===== config.mk =====
export PLATFORM = sky130hd
export DESIGN_NAME = iad_decoder
export DESIGN_NICKNAME = d
export VERILOG_FILES = /design/src/hdl/iad_pkg.sv /design/src/hdl/iad_decoder.sv /design/src/hdl/iad_hold_reg.sv
export SDC_FILE = /design/constraint.sdc
export NUM_CORES = 1
export LEC_CHECK = 0
export BUFFER_PORTS_ARGS = -buffer_cell sky130_fd_sc_hd__buf_2
export CORE_ASPECT_RATIO = 0.7
export CORE_MARGIN = 3
export CORE_UTILIZATION = 50
export DETAILED_ROUTE_END_ITERATION = 10
export PLACE_DENSITY = 0.78
export SYNTH_ARGS = -nofsm -noshare
export SYNTH_HDL_FRONTEND = slang
export SYNTH_HIERARCHICAL = 1
export SYNTH_SLANG_ARGS = --single-unit

===== constraint.sdc =====
create_clock -name clk -period 2.66 [get_ports clk]
set_input_delay 0.798 -clock clk [delete_from_list [all_inputs] [get_ports clk]]
set_output_delay 0.798 -clock clk [all_outputs]
set_load 0.1 [all_outputs]

===== src/hdl/iad_pkg.sv =====
// Purpose: constants for the host register address decoder
// Assumes: 10-bit I/O addresses, 16-bit data path
// Notes:   offsets are byte offsets from the configured base address
package iad_pkg;
    // ------------------------------------------------------------------
    // bus geometry
    // ------------------------------------------------------------------
    localparam int             ADDR_W   = 10;
    localparam int             DATA_W   = 16;
    localparam int             OFS_W    = 5;
    localparam logic [9:0]     WIN_LAST = 10'h01F;
    localparam logic [15:0]    ZERO_W   = 16'h0000;
    localparam logic [15:0]    STROBE_RD = 16'h0000;

    // ------------------------------------------------------------------
    // word locations
    // ------------------------------------------------------------------
    localparam logic [4:0] OFS_CMD_ONE   = 5'h00;
    localparam logic [4:0] OFS_FIFO      = 5'h00;
    localparam logic [4:0] OFS_CMD_TWO   = 5'h02;
    localparam logic [4:0] OFS_CMD_THREE = 5'h04;
    localparam logic [4:0] OFS_CMD_FOUR  = 5'h06;
    localparam logic [4:0] OFS_SCAN_MEM  = 5'h08;
    localparam logic [4:0] OFS_AO_ZERO   = 5'h10;
    localparam logic [4:0] OFS_AO_ONE    = 5'h12;
    localparam logic [4:0] OFS_CNT_DATA  = 5'h14;
    localparam logic [4:0] OFS_CNT_CMD   = 5'h16;
    localparam logic [4:0] OFS_STATE_ONE = 5'h18;
    localparam logic [4:0] OFS_AO_UPDATE = 5'h18;
    localparam logic [4:0] OFS_STATE_TWO = 5'h1A;
    localparam logic [4:0] OFS_DIG       = 5'h1C;

    // ------------------------------------------------------------------
    // byte locations
    // ------------------------------------------------------------------
    localparam logic [4:0] OFS_DMA_B_CLR = 5'h09;
    localparam logic [4:0] OFS_CAL0_LOAD = 5'h0A;
    localparam logic [4:0] OFS_DMA_CLR   = 5'h0B;
    localparam logic [4:0] OFS_XBAR_SHFT = 5'h0C;
    localparam logic [4:0] OFS_XBAR_LTCH = 5'h0E;
    localparam logic [4:0] OFS_ACQ_CLR   = 5'h19;
    localparam logic [4:0] OFS_DMA_A_CLR = 5'h19;
    localparam logic [4:0] OFS_SCAN_RST  = 5'h1B;
    localparam logic [4:0] OFS_SCAN_ADV  = 5'h1B;
    localparam logic [4:0] OFS_ACQ_START = 5'h1D;
    localparam logic [4:0] OFS_ONE_SHOT  = 5'h1D;
    localparam logic [4:0] OFS_AO_CLEAR  = 5'h1E;
    localparam logic [4:0] OFS_EXT_PULSE = 5'h1E;
    localparam logic [4:0] OFS_TMR_CLR   = 5'h1F;

    // ------------------------------------------------------------------
    // word holding registers, index order of the generate loop
    // ------------------------------------------------------------------
    localparam int             HOLD_N   = 7;
    localparam int             H_CMD1   = 0;
    localparam int             H_CMD2   = 1;
    localparam int             H_CMD3   = 2;
    localparam int             H_CMD4   = 3;
    localparam int             H_AO0    = 4;
    localparam int             H_AO1    = 5;
    localparam int             H_DIG    = 6;
    localparam logic [6:0][4:0] HOLD_OFS = {OFS_DIG, OFS_AO_ONE,
        OFS_AO_ZERO, OFS_CMD_FOUR, OFS_CMD_THREE, OFS_CMD_TWO,
        OFS_CMD_ONE};
    localparam logic [15:0]    HOLD_RST = 16'h0000;
endpackage : iad_pkg


===== src/hdl/iad_decoder.sv =====
// Purpose: host I/O register address decoder and event strobe source
// Assumes: host strobes io_rd/io_wr are one-cycle, synchronous to clk
// Notes:   all answers and strobes appear one clock after the request
`timescale 1ns/1ps
// How it works
// - answer only inside base plus defined offsets
// - command words 0-6, state words 18, 1A
// - word read 0 is FIFO; write 8 scan
// - analog output data words at 10, 12
// - input strobes at 1B, 19, 1D by byte
// - output strobes at 1F, 18 word, 1E
// - general strobes 0B, 19, 09, 1E, 0A
// - offset 1C reads inputs, writes outputs
// - crossbar shift 0C, latch 0E byte writes
// - strobe access pulses; write data ignored
// - asterisk fields stored active low, unchanged
module iad_decoder (
    // clock and reset
    input  wire logic                      clk,
    input  wire logic                      rst,
    // host I/O bus
    input  wire logic [iad_pkg::ADDR_W-1:0] base_addr,
    input  wire logic [iad_pkg::ADDR_W-1:0] io_addr,
    input  wire logic                      io_rd,
    input  wire logic                      io_wr,
    input  wire logic                      io_word,
    input  wire logic [iad_pkg::DATA_W-1:0] io_wdata,
    output logic      [iad_pkg::DATA_W-1:0] io_rdata,
    output logic                           io_rdata_oe,
    // read sources
    input  wire logic [iad_pkg::DATA_W-1:0] fifo_data,
    input  wire logic [iad_pkg::DATA_W-1:0] counter_rdata,
    input  wire logic [iad_pkg::DATA_W-1:0] counter_state,
    input  wire logic [iad_pkg::DATA_W-1:0] board_state_one,
    input  wire logic [iad_pkg::DATA_W-1:0] board_state_two,
    input  wire logic [iad_pkg::DATA_W-1:0] digital_lines_in,
    // held words
    output logic      [iad_pkg::DATA_W-1:0] command_word_one,
    output logic      [iad_pkg::DATA_W-1:0] command_word_two,
    output logic      [iad_pkg::DATA_W-1:0] command_word_three,
    output logic      [iad_pkg::DATA_W-1:0] command_word_four,
    output logic      [iad_pkg::DATA_W-1:0] analog_out_zero_data,
    output logic      [iad_pkg::DATA_W-1:0] analog_out_one_data,
    output logic      [iad_pkg::DATA_W-1:0] digital_lines_out,
    // data with a load pulse
    output logic      [iad_pkg::DATA_W-1:0] write_data,
    output logic                           scan_list_memory_wr,
    output logic                           counter_data_wr,
    output logic                           counter_command_wr,
    output logic                           trigger_crossbar_shift,
    output logic                           trigger_crossbar_latch,
    // read side pulses
    output logic                           fifo_rd,
    output logic                           counter_data_rd,
    output logic                           counter_state_rd,
    // analog input event strobes
    output logic                           scan_list_reset,
    output logic                           scan_list_advance,
    output logic                           acquisition_clear,
    output logic                           acquisition_start,
    output logic                           one_shot_conversion,
    // analog output event strobes
    output logic                           timer_request_clear,
    output logic                           analog_out_update,
    output logic                           analog_out_clear,
    // general event strobes
    output logic                           dma_channel_clear,
    output logic                           dma_count_a_clear,
    output logic                           dma_count_b_clear,
    output logic                           external_pulse,
    output logic                           calibration_zero_load
);
    import iad_pkg::*;

    // ------------------------------------------------------------------
    // address window
    // ------------------------------------------------------------------
    logic [ADDR_W-1:0] diff;
    logic              in_win;
    logic [OFS_W-1:0]  ofs;

    always_comb begin
        diff   = io_addr - base_addr;
        in_win = (io_addr >= base_addr) && (diff <= WIN_LAST);
        ofs    = diff[OFS_W-1:0];
    end

    // true when the offset and transfer width both match one location;
    // a width mismatch is simply not decoded, so it has no effect
    function automatic logic acc(
        input logic             hit,
        input logic [OFS_W-1:0] at,
        input logic             word,
        input logic [OFS_W-1:0] want,
        input logic             want_word
    );
        acc = hit && (at == want) && (word == want_word);
    endfunction : acc

    logic wr_ok;
    logic rd_ok;

    always_comb begin
        wr_ok = io_wr && !io_rd;
        rd_ok = io_rd && !io_wr;
    end

    // ------------------------------------------------------------------
    // word holding registers
    // ------------------------------------------------------------------
    logic [HOLD_N-1:0]             hold_load;
    logic [HOLD_N-1:0][DATA_W-1:0] hold_q;

    genvar gi;
    generate
        for (gi = 0; gi < HOLD_N; gi++) begin : g_hold
            // only writes load; a read at the same offset never does
            assign hold_load[gi] = wr_ok &&
                acc(in_win, ofs, io_word, HOLD_OFS[gi], 1'b1);
            iad_hold_reg #(
                .W    (DATA_W)
            ) u_hold (
                .clk  (clk),
                .rst  (rst),
                .load (hold_load[gi]),
                .d    (io_wdata),
                .q    (hold_q[gi])
            );
        end
    endgenerate

    // bits stay as written, so asterisk fields keep low-active sense
    assign command_word_one     = hold_q[H_CMD1];
    assign command_word_two     = hold_q[H_CMD2];
    assign command_word_three   = hold_q[H_CMD3];
    assign command_word_four    = hold_q[H_CMD4];
    assign analog_out_zero_data = hold_q[H_AO0];
    assign analog_out_one_data  = hold_q[H_AO1];
    assign digital_lines_out    = hold_q[H_DIG];

    // ------------------------------------------------------------------
    // write pulses and strobes
    // ------------------------------------------------------------------
    logic [DATA_W-1:0] wdata_q, wdata_d;
    logic scan_wr_q, scan_wr_d;
    logic cnt_dwr_q, cnt_dwr_d;
    logic cnt_cwr_q, cnt_cwr_d;
    logic xb_shft_q, xb_shft_d;
    logic xb_ltch_q, xb_ltch_d;
    logic scan_adv_q, scan_adv_d;
    logic one_shot_q, one_shot_d;
    logic ao_upd_q, ao_upd_d;
    logic dma_a_q, dma_a_d;
    logic ext_q, ext_d;
    logic cal0_q, cal0_d;

    always_comb begin
        scan_wr_d  = wr_ok && acc(in_win, ofs, io_word,
                                  OFS_SCAN_MEM, 1'b1);
        cnt_dwr_d  = wr_ok && acc(in_win, ofs, io_word,
                                  OFS_CNT_DATA, 1'b1);
        cnt_cwr_d  = wr_ok && acc(in_win, ofs, io_word,
                                  OFS_CNT_CMD, 1'b1);
        xb_shft_d  = wr_ok && acc(in_win, ofs, io_word,
                                  OFS_XBAR_SHFT, 1'b0);
        xb_ltch_d  = wr_ok && acc(in_win, ofs, io_word,
                                  OFS_XBAR_LTCH, 1'b0);
        scan_adv_d = wr_ok && acc(in_win, ofs, io_word,
                                  OFS_SCAN_ADV, 1'b0);
        one_shot_d = wr_ok && acc(in_win, ofs, io_word,
                                  OFS_ONE_SHOT, 1'b0);
        ao_upd_d   = wr_ok && acc(in_win, ofs, io_word,
                                  OFS_AO_UPDATE, 1'b1);
        dma_a_d    = wr_ok && acc(in_win, ofs, io_word,
                                  OFS_DMA_A_CLR, 1'b0);
        ext_d      = wr_ok && acc(in_win, ofs, io_word,
                                  OFS_EXT_PULSE, 1'b0);
        cal0_d     = wr_ok && acc(in_win, ofs, io_word,
                                  OFS_CAL0_LOAD, 1'b0);
        // data only forwarded with a data-carrying pulse; strobe
        // writes leave it untouched since their pattern is ignored
        if (scan_wr_d || cnt_dwr_d || cnt_cwr_d) begin
            wdata_d = io_wdata;
        end else if (xb_shft_d || xb_ltch_d) begin
            wdata_d = {8'h00, io_wdata[7:0]};
        end else begin
            wdata_d = wdata_q;
        end
    end

    always_ff @(posedge clk or posedge rst) begin
        if (rst) begin
            wdata_q    <= ZERO_W;
            scan_wr_q  <= 1'b0;
            cnt_dwr_q  <= 1'b0;
            cnt_cwr_q  <= 1'b0;
            xb_shft_q  <= 1'b0;
            xb_ltch_q  <= 1'b0;
            scan_adv_q <= 1'b0;
            one_shot_q <= 1'b0;
            ao_upd_q   <= 1'b0;
            dma_a_q    <= 1'b0;
            ext_q      <= 1'b0;
            cal0_q     <= 1'b0;
        end else begin
            wdata_q    <= wdata_d;
            scan_wr_q  <= scan_wr_d;
            cnt_dwr_q  <= cnt_dwr_d;
            cnt_cwr_q  <= cnt_cwr_d;
            xb_shft_q  <= xb_shft_d;
            xb_ltch_q  <= xb_ltch_d;
            scan_adv_q <= scan_adv_d;
            one_shot_q <= one_shot_d;
            ao_upd_q   <= ao_upd_d;
            dma_a_q    <= dma_a_d;
            ext_q      <= ext_d;
            cal0_q     <= cal0_d;
        end
    end

    assign write_data             = wdata_q;
    assign scan_list_memory_wr    = scan_wr_q;
    assign counter_data_wr        = cnt_dwr_q;
    assign counter_command_wr     = cnt_cwr_q;
    assign trigger_crossbar_shift = xb_shft_q;
    assign trigger_crossbar_latch = xb_ltch_q;
    assign scan_list_advance      = scan_adv_q;
    assign one_shot_conversion    = one_shot_q;
    assign analog_out_update      = ao_upd_q;
    assign dma_count_a_clear      = dma_a_q;
    assign external_pulse         = ext_q;
    assign calibration_zero_load  = cal0_q;

    // ------------------------------------------------------------------
    // read decode, read pulses and read strobes
    // ------------------------------------------------------------------
    logic [DATA_W-1:0] rdata_q, rdata_d;
    logic oe_q, oe_d;
    logic fifo_rd_q, fifo_rd_d;
    logic cnt_drd_q, cnt_drd_d;
    logic cnt_srd_q, cnt_srd_d;
    logic scan_rst_q, scan_rst_d;
    logic acq_clr_q, acq_clr_d;
    logic acq_go_q, acq_go_d;
    logic tmr_clr_q, tmr_clr_d;
    logic ao_clr_q, ao_clr_d;
    logic dma_clr_q, dma_clr_d;
    logic dma_b_q, dma_b_d;
    logic word_rd;
    logic byte_rd;

    always_comb begin
        word_rd    = rd_ok && in_win && io_word;
        byte_rd    = rd_ok && in_win && !io_word;
        fifo_rd_d  = word_rd && (ofs == OFS_FIFO);
        cnt_drd_d  = word_rd && (ofs == OFS_CNT_DATA);
        cnt_srd_d  = word_rd && (ofs == OFS_CNT_CMD);
        scan_rst_d = rd_ok && acc(in_win, ofs, io_word,
                                  OFS_SCAN_RST, 1'b0);
        acq_clr_d  = rd_ok && acc(in_win, ofs, io_word,
                                  OFS_ACQ_CLR, 1'b0);
        acq_go_d   = rd_ok && acc(in_win, ofs, io_word,
                                  OFS_ACQ_START, 1'b0);
        tmr_clr_d  = rd_ok && acc(in_win, ofs, io_word,
                                  OFS_TMR_CLR, 1'b0);
        ao_clr_d   = rd_ok && acc(in_win, ofs, io_word,
                                  OFS_AO_CLEAR, 1'b0);
        dma_clr_d  = rd_ok && acc(in_win, ofs, io_word,
                                  OFS_DMA_CLR, 1'b0);
        dma_b_d    = rd_ok && acc(in_win, ofs, io_word,
                                  OFS_DMA_B_CLR, 1'b0);
        rdata_d    = ZERO_W;
        oe_d       = 1'b0;
        if (word_rd) begin
            unique case (ofs)
                OFS_FIFO:      begin rdata_d = fifo_data;        oe_d = 1'b1; end
                OFS_CNT_DATA:  begin rdata_d = counter_rdata;    oe_d = 1'b1; end
                OFS_CNT_CMD:   begin rdata_d = counter_state;    oe_d = 1'b1; end
                OFS_STATE_ONE: begin rdata_d = board_state_one;  oe_d = 1'b1; end
                OFS_STATE_TWO: begin rdata_d = board_state_two;  oe_d = 1'b1; end
                OFS_DIG:       begin rdata_d = digital_lines_in; oe_d = 1'b1; end
                default:       begin rdata_d = ZERO_W;           oe_d = 1'b0; end
            endcase
        end else if (scan_rst_d || acq_clr_d || acq_go_d || tmr_clr_d ||
                     ao_clr_d || dma_clr_d || dma_b_d) begin
            // strobe reads drive the bus with a fixed, meaningless word
            rdata_d = STROBE_RD;
            oe_d    = 1'b1;
        end
    end

    always_ff @(posedge clk or posedge rst) begin
        if (rst) begin
            rdata_q    <= ZERO_W;
            oe_q       <= 1'b0;
            fifo_rd_q  <= 1'b0;
            cnt_drd_q  <= 1'b0;
            cnt_srd_q  <= 1'b0;
            scan_rst_q <= 1'b0;
            acq_clr_q  <= 1'b0;
            acq_go_q   <= 1'b0;
            tmr_clr_q  <= 1'b0;
            ao_clr_q   <= 1'b0;
            dma_clr_q  <= 1'b0;
            dma_b_q    <= 1'b0;
        end else begin
            rdata_q    <= rdata_d;
            oe_q       <= oe_d;
            fifo_rd_q  <= fifo_rd_d;
            cnt_drd_q  <= cnt_drd_d;
            cnt_srd_q  <= cnt_srd_d;
            scan_rst_q <= scan_rst_d;
            acq_clr_q  <= acq_clr_d;
            acq_go_q   <= acq_go_d;
            tmr_clr_q  <= tmr_clr_d;
            ao_clr_q   <= ao_clr_d;
            dma_clr_q  <= dma_clr_d;
            dma_b_q    <= dma_b_d;
        end
    end

    assign io_rdata            = rdata_q;
    assign io_rdata_oe         = oe_q;
    assign fifo_rd             = fifo_rd_q;
    assign counter_data_rd     = cnt_drd_q;
    assign counter_state_rd    = cnt_srd_q;
    assign scan_list_reset     = scan_rst_q;
    assign acquisition_clear   = acq_clr_q;
    assign acquisition_start   = acq_go_q;
    assign timer_request_clear = tmr_clr_q;
    assign analog_out_clear    = ao_clr_q;
    assign dma_channel_clear   = dma_clr_q;
    assign dma_count_b_clear   = dma_b_q;
endmodule : iad_decoder


===== src/hdl/iad_hold_reg.sv =====
// Purpose: one write-only holding register of the decoder
// Assumes: load is a one-cycle pulse from the decode stage
// Notes:   value is kept as written, no bit is inverted
`timescale 1ns/1ps
module iad_hold_reg #(
    parameter int W = 16
) (
    // clock and reset
    input  wire logic         clk,
    input  wire logic         rst,
    // load side
    input  wire logic         load,
    input  wire logic [W-1:0] d,
    // held value
    output logic      [W-1:0] q
);
    import iad_pkg::*;

    logic [W-1:0] val_q;
    logic [W-1:0] val_d;

    always_comb begin
        val_d = load ? d : val_q;
    end

    always_ff @(posedge clk or posedge rst) begin
        if (rst) begin
            val_q <= W'(HOLD_RST);
        end else begin
            val_q <= val_d;
        end
    end

    assign q = val_q;
endmodule : iad_hold_reg


==> results.yml <==
run_status:
  outcome: "finished with violations"
  violations: "negative setup slack"
power_and_ir_drop:
  worst_ir_drop_vdd_mv: 0.4570
  p_leak_nw: 6.119
  p_per_area_nw_per_um2: 547.1
placed_design:
  numPortBuffers: 302
  pre_cts_slack_ns: -1.042
  hpwl_um: 17540
  gp_congestion: 0.8803
synthesis:
  synth.net_count: 747
  synth_edf_count: 0
  yosysUniqueCellTypes: 54
  yosys_warnings: 6
  syn_area_per_cell_um2: 13.29
  syn_area_um2: 7961
  async_flop_share_pct: 100.0
  synth.yosys.seq_area_share_pct: 52.18
  yosys_most_used_dff: "dfrtp_1"
  synth-seq-cells: 166
  syn_inst: 599
grt:
  grt_usage_pct: 27.84
  grt_pass1_vias: 6454
  grt_max_degree: 40
  antenna_found_initial: 0
  grt_pass1_wl_um: 37530
  grt_overflow: 0
drt:
  routed_wl_um: 25660
  first_pass_iters: 5
  drt-wirelength-per-cell_um: 21.86
  drtIter0Drc: 455
  antenna_left: 0
  vias_per_cell: 5.592
  drc: 0
  vias: 6565
cts:
  ctsHoldBuffers: 0
  cts.sinks: 166
  path_clk_slew_ns: 0.07
  cts_made_buffers: 17
  clock_latency_ns: 0.41
  cts_tree: "yes"
  cts_buffer_depth: 2
  cts_root_buffer: "clkbuf_16"
  cts.htree.levels: 4
timing:
  hold_viol: 0
  drv_slew: 0
  slew_headroom_pct: 54.65
  rsz0062_at_grt: "true"
  post-route-period-util_pct: 121.2
  fin_skew_ns: 0
  period_minus_slack_ns: 3.225
  tightest_slew_ns: 0.6794
  setup_tns_ns: -65.24
  fmax_mhz: 310.1
  fin_ws_ns: -0.5646
  finalSetupViolCount: 149
setup_path:
  rr_worst_depth: 1
  required_ns: 2.97
  arrival_ns: 3.53
  crit_path_start: "io_addr[0]"
  path_max_fanout: 8
  crit_slowest_cell: "fa_2"
  critPathCaptureType: "flop"
  critPathKind: "in2reg"
  path_cells: "buf_8 > inv_8 > ha_4 > fa_2 > and2b_4 > o211ai_1 > a211oi_2 > o221a_2 > nand4_4 > or2_4 > nor3_4 > buf_6 > clkbuf_16 > mux2_4"
  r2r-start: "g_hold[3].u_hold/q[11]"
  crit_path_start_kind: "input port"
  slowest_delay_ns: 0.33
  regToRegEndpoint: "g_hold[3].u_hold/q[11]"
  cp-endpoint: "g_hold[0].u_hold/q[12]"
  reg2reg_slack_ns: 1.82
floorplanning:
  start_util_pct: 52.59
  core-area_um2: 15140
  die_w_um: 156.8
  io_pins: 303
  row_count: 37
  dieHeight_um: 111.6
  dieArea_um2: 17500
layout:
  n_fill_cell: 994
  layout.nets: 1114
  antenna_cells: 0
  drive_gt1_share_pct: 62.92
  area_delta_synth_final_pct: 44.95
  largest_register_ffs: 112
hold_path:
  worst_hold_path_type: "reg2reg"
job:
  max_cap_viol_count: 0
-- cells in the final DEF (no fill, tap or decap), types with 3 or more instances in the layout --
master and instances:
a21oi_1 8, a22o_1 8, a22oi_1 16, a31oi_1 15, a32o_1 14, buf_12 16, buf_2 300, buf_4 53
buf_6 11, buf_8 3, clkbuf_16 22, clkinv_8 3, dfrtp_1 166, ha_1 9, inv_1 22, inv_6 3
inv_8 6, mux2_2 22, mux2_4 114, nand2_1 27, nand3_1 21, nand3_2 3, nand4_1 3, nor2_1 15
nor2_2 4, nor2_4 7, nor3_1 3, nor3_2 3, nor3_4 7, nor4_2 4, nor4_4 3, o21ai_0 6
or3_4 3, xnor2_1 4
-- repair_timing --
| action | 4_1_cts | 5_1_grt |
|---|---|---|
| buffers inserted | 9 | 7 |
| endpoints found under the setup margin | 153 | 161 |
| gates cloned | 6 | 3 |
| resized for setup | 66 | 56 |
| pin swaps | 29 | 17 |
-- per-stage QoR --
step / power [W] / instances / instance area [um^2] / utilization, % / hold slack [ns]
final: 0.006313 / 1174 / 11540 / 76.23 / 0.5073
after global placement: 0.003627 / 1120 / 10140 / 66.96 / 0.4854
after floorplan: 0.003187 / 599 / 8082 / - / 0.7117
after global routing: 0.006537 / 1174 / 11540 / 76.23 / 0.5258
after detailed placement: 0.003641 / 1120 / 10140 / 66.96 / 0.4879
after CTS: 0.006255 / 1166 / 11190 / 73.94 / 0.5049
-- final cells by class --
cell class                 count  area [um^2]  area share [%]
clock buffer                  18        439.2           3.806
clock inverter                14        178.9           1.550
inverter                      24        97.59          0.8457
multi-input combinational    368         3880           33.62
sequential                   166         4154           36.00
tap                          195        244.0           2.114
timing repair buffer         389         2546           22.06
-- where the power goes --
part           internal, W  switching [W]
combinational     0.000514       0.000723
sequential         0.00254     0.00000866
clock              0.00138        0.00115
total              0.00443        0.00188
-- cell usage after synthesis (all sizes together), types with 3 or more instances --
| cell | instances | area (um^2) |
|---|---|---|
| nand4 | 4 | 40.04 |
| a32o | 16 | 160.2 |
| nand3 | 24 | 120.1 |
| inv | 24 | 90.09 |
| mux2 | 136 | 1802 |
| clkbuf | 14 | 52.55 |
| or2 | 3 | 18.77 |
| a21oi | 8 | 40.04 |
| buf | 28 | 297.8 |
| o2111ai | 3 | 26.28 |
| a22o | 8 | 70.07 |
| xnor2 | 5 | 43.79 |
| nor4 | 8 | 56.30 |
| xor2 | 4 | 42.55 |
| nor2 | 26 | 97.59 |
| o21ai | 7 | 35.03 |
| a31oi | 18 | 127.6 |
| nor3 | 13 | 75.07 |
| a22oi | 16 | 120.1 |
| dfrtp | 166 | 4154 |
| ha | 10 | 125.1 |
| nand2 | 29 | 108.9 |
-- worst min path at each step --
stage,to,cells past startpoint,from
6_report,write_data[1],1,write_data[1]
5_1_grt,g_hold[6].u_hold/q[4],1,g_hold[6].u_hold/q[4]
4_1_cts,write_data[6],1,write_data[6]
3_5_place_dp,g_hold[3].u_hold/q[5],1,g_hold[3].u_hold/q[5]
3_3_place_gp,write_data[5],1,write_data[5]
2_1_floorplan,g_hold[0].u_hold/q[0],1,rst
-- critical path: cells and delay by family --
kind	cells	cell delay, ns
compound gates	3	0.64
buf+inv	4	0.43
mux	1	0.31
simple gates	4	0.89
fa+ha+maj	2	0.47
-- routing by layer --
metal  track usage (%)  share of wire [%]
met1             41.92                 45
met2             41.17                 47
met3             5.944                6.2
met4             6.997                1.8
met5                 0                  0
-- logic make-up after synthesis --
kind of cell / Yosys count / share of synthesized area (%)
buf+inv: 66 / 5.532
flops: 166 / 52.18
mux: 137 / 22.76
compound gates: 86 / 8.597
xor+xnor: 9 / 1.084
fa+ha+maj: 11 / 1.823
simple gates: 124 / 8.031
No activity file was read; power rests on OpenSTA's default activity.
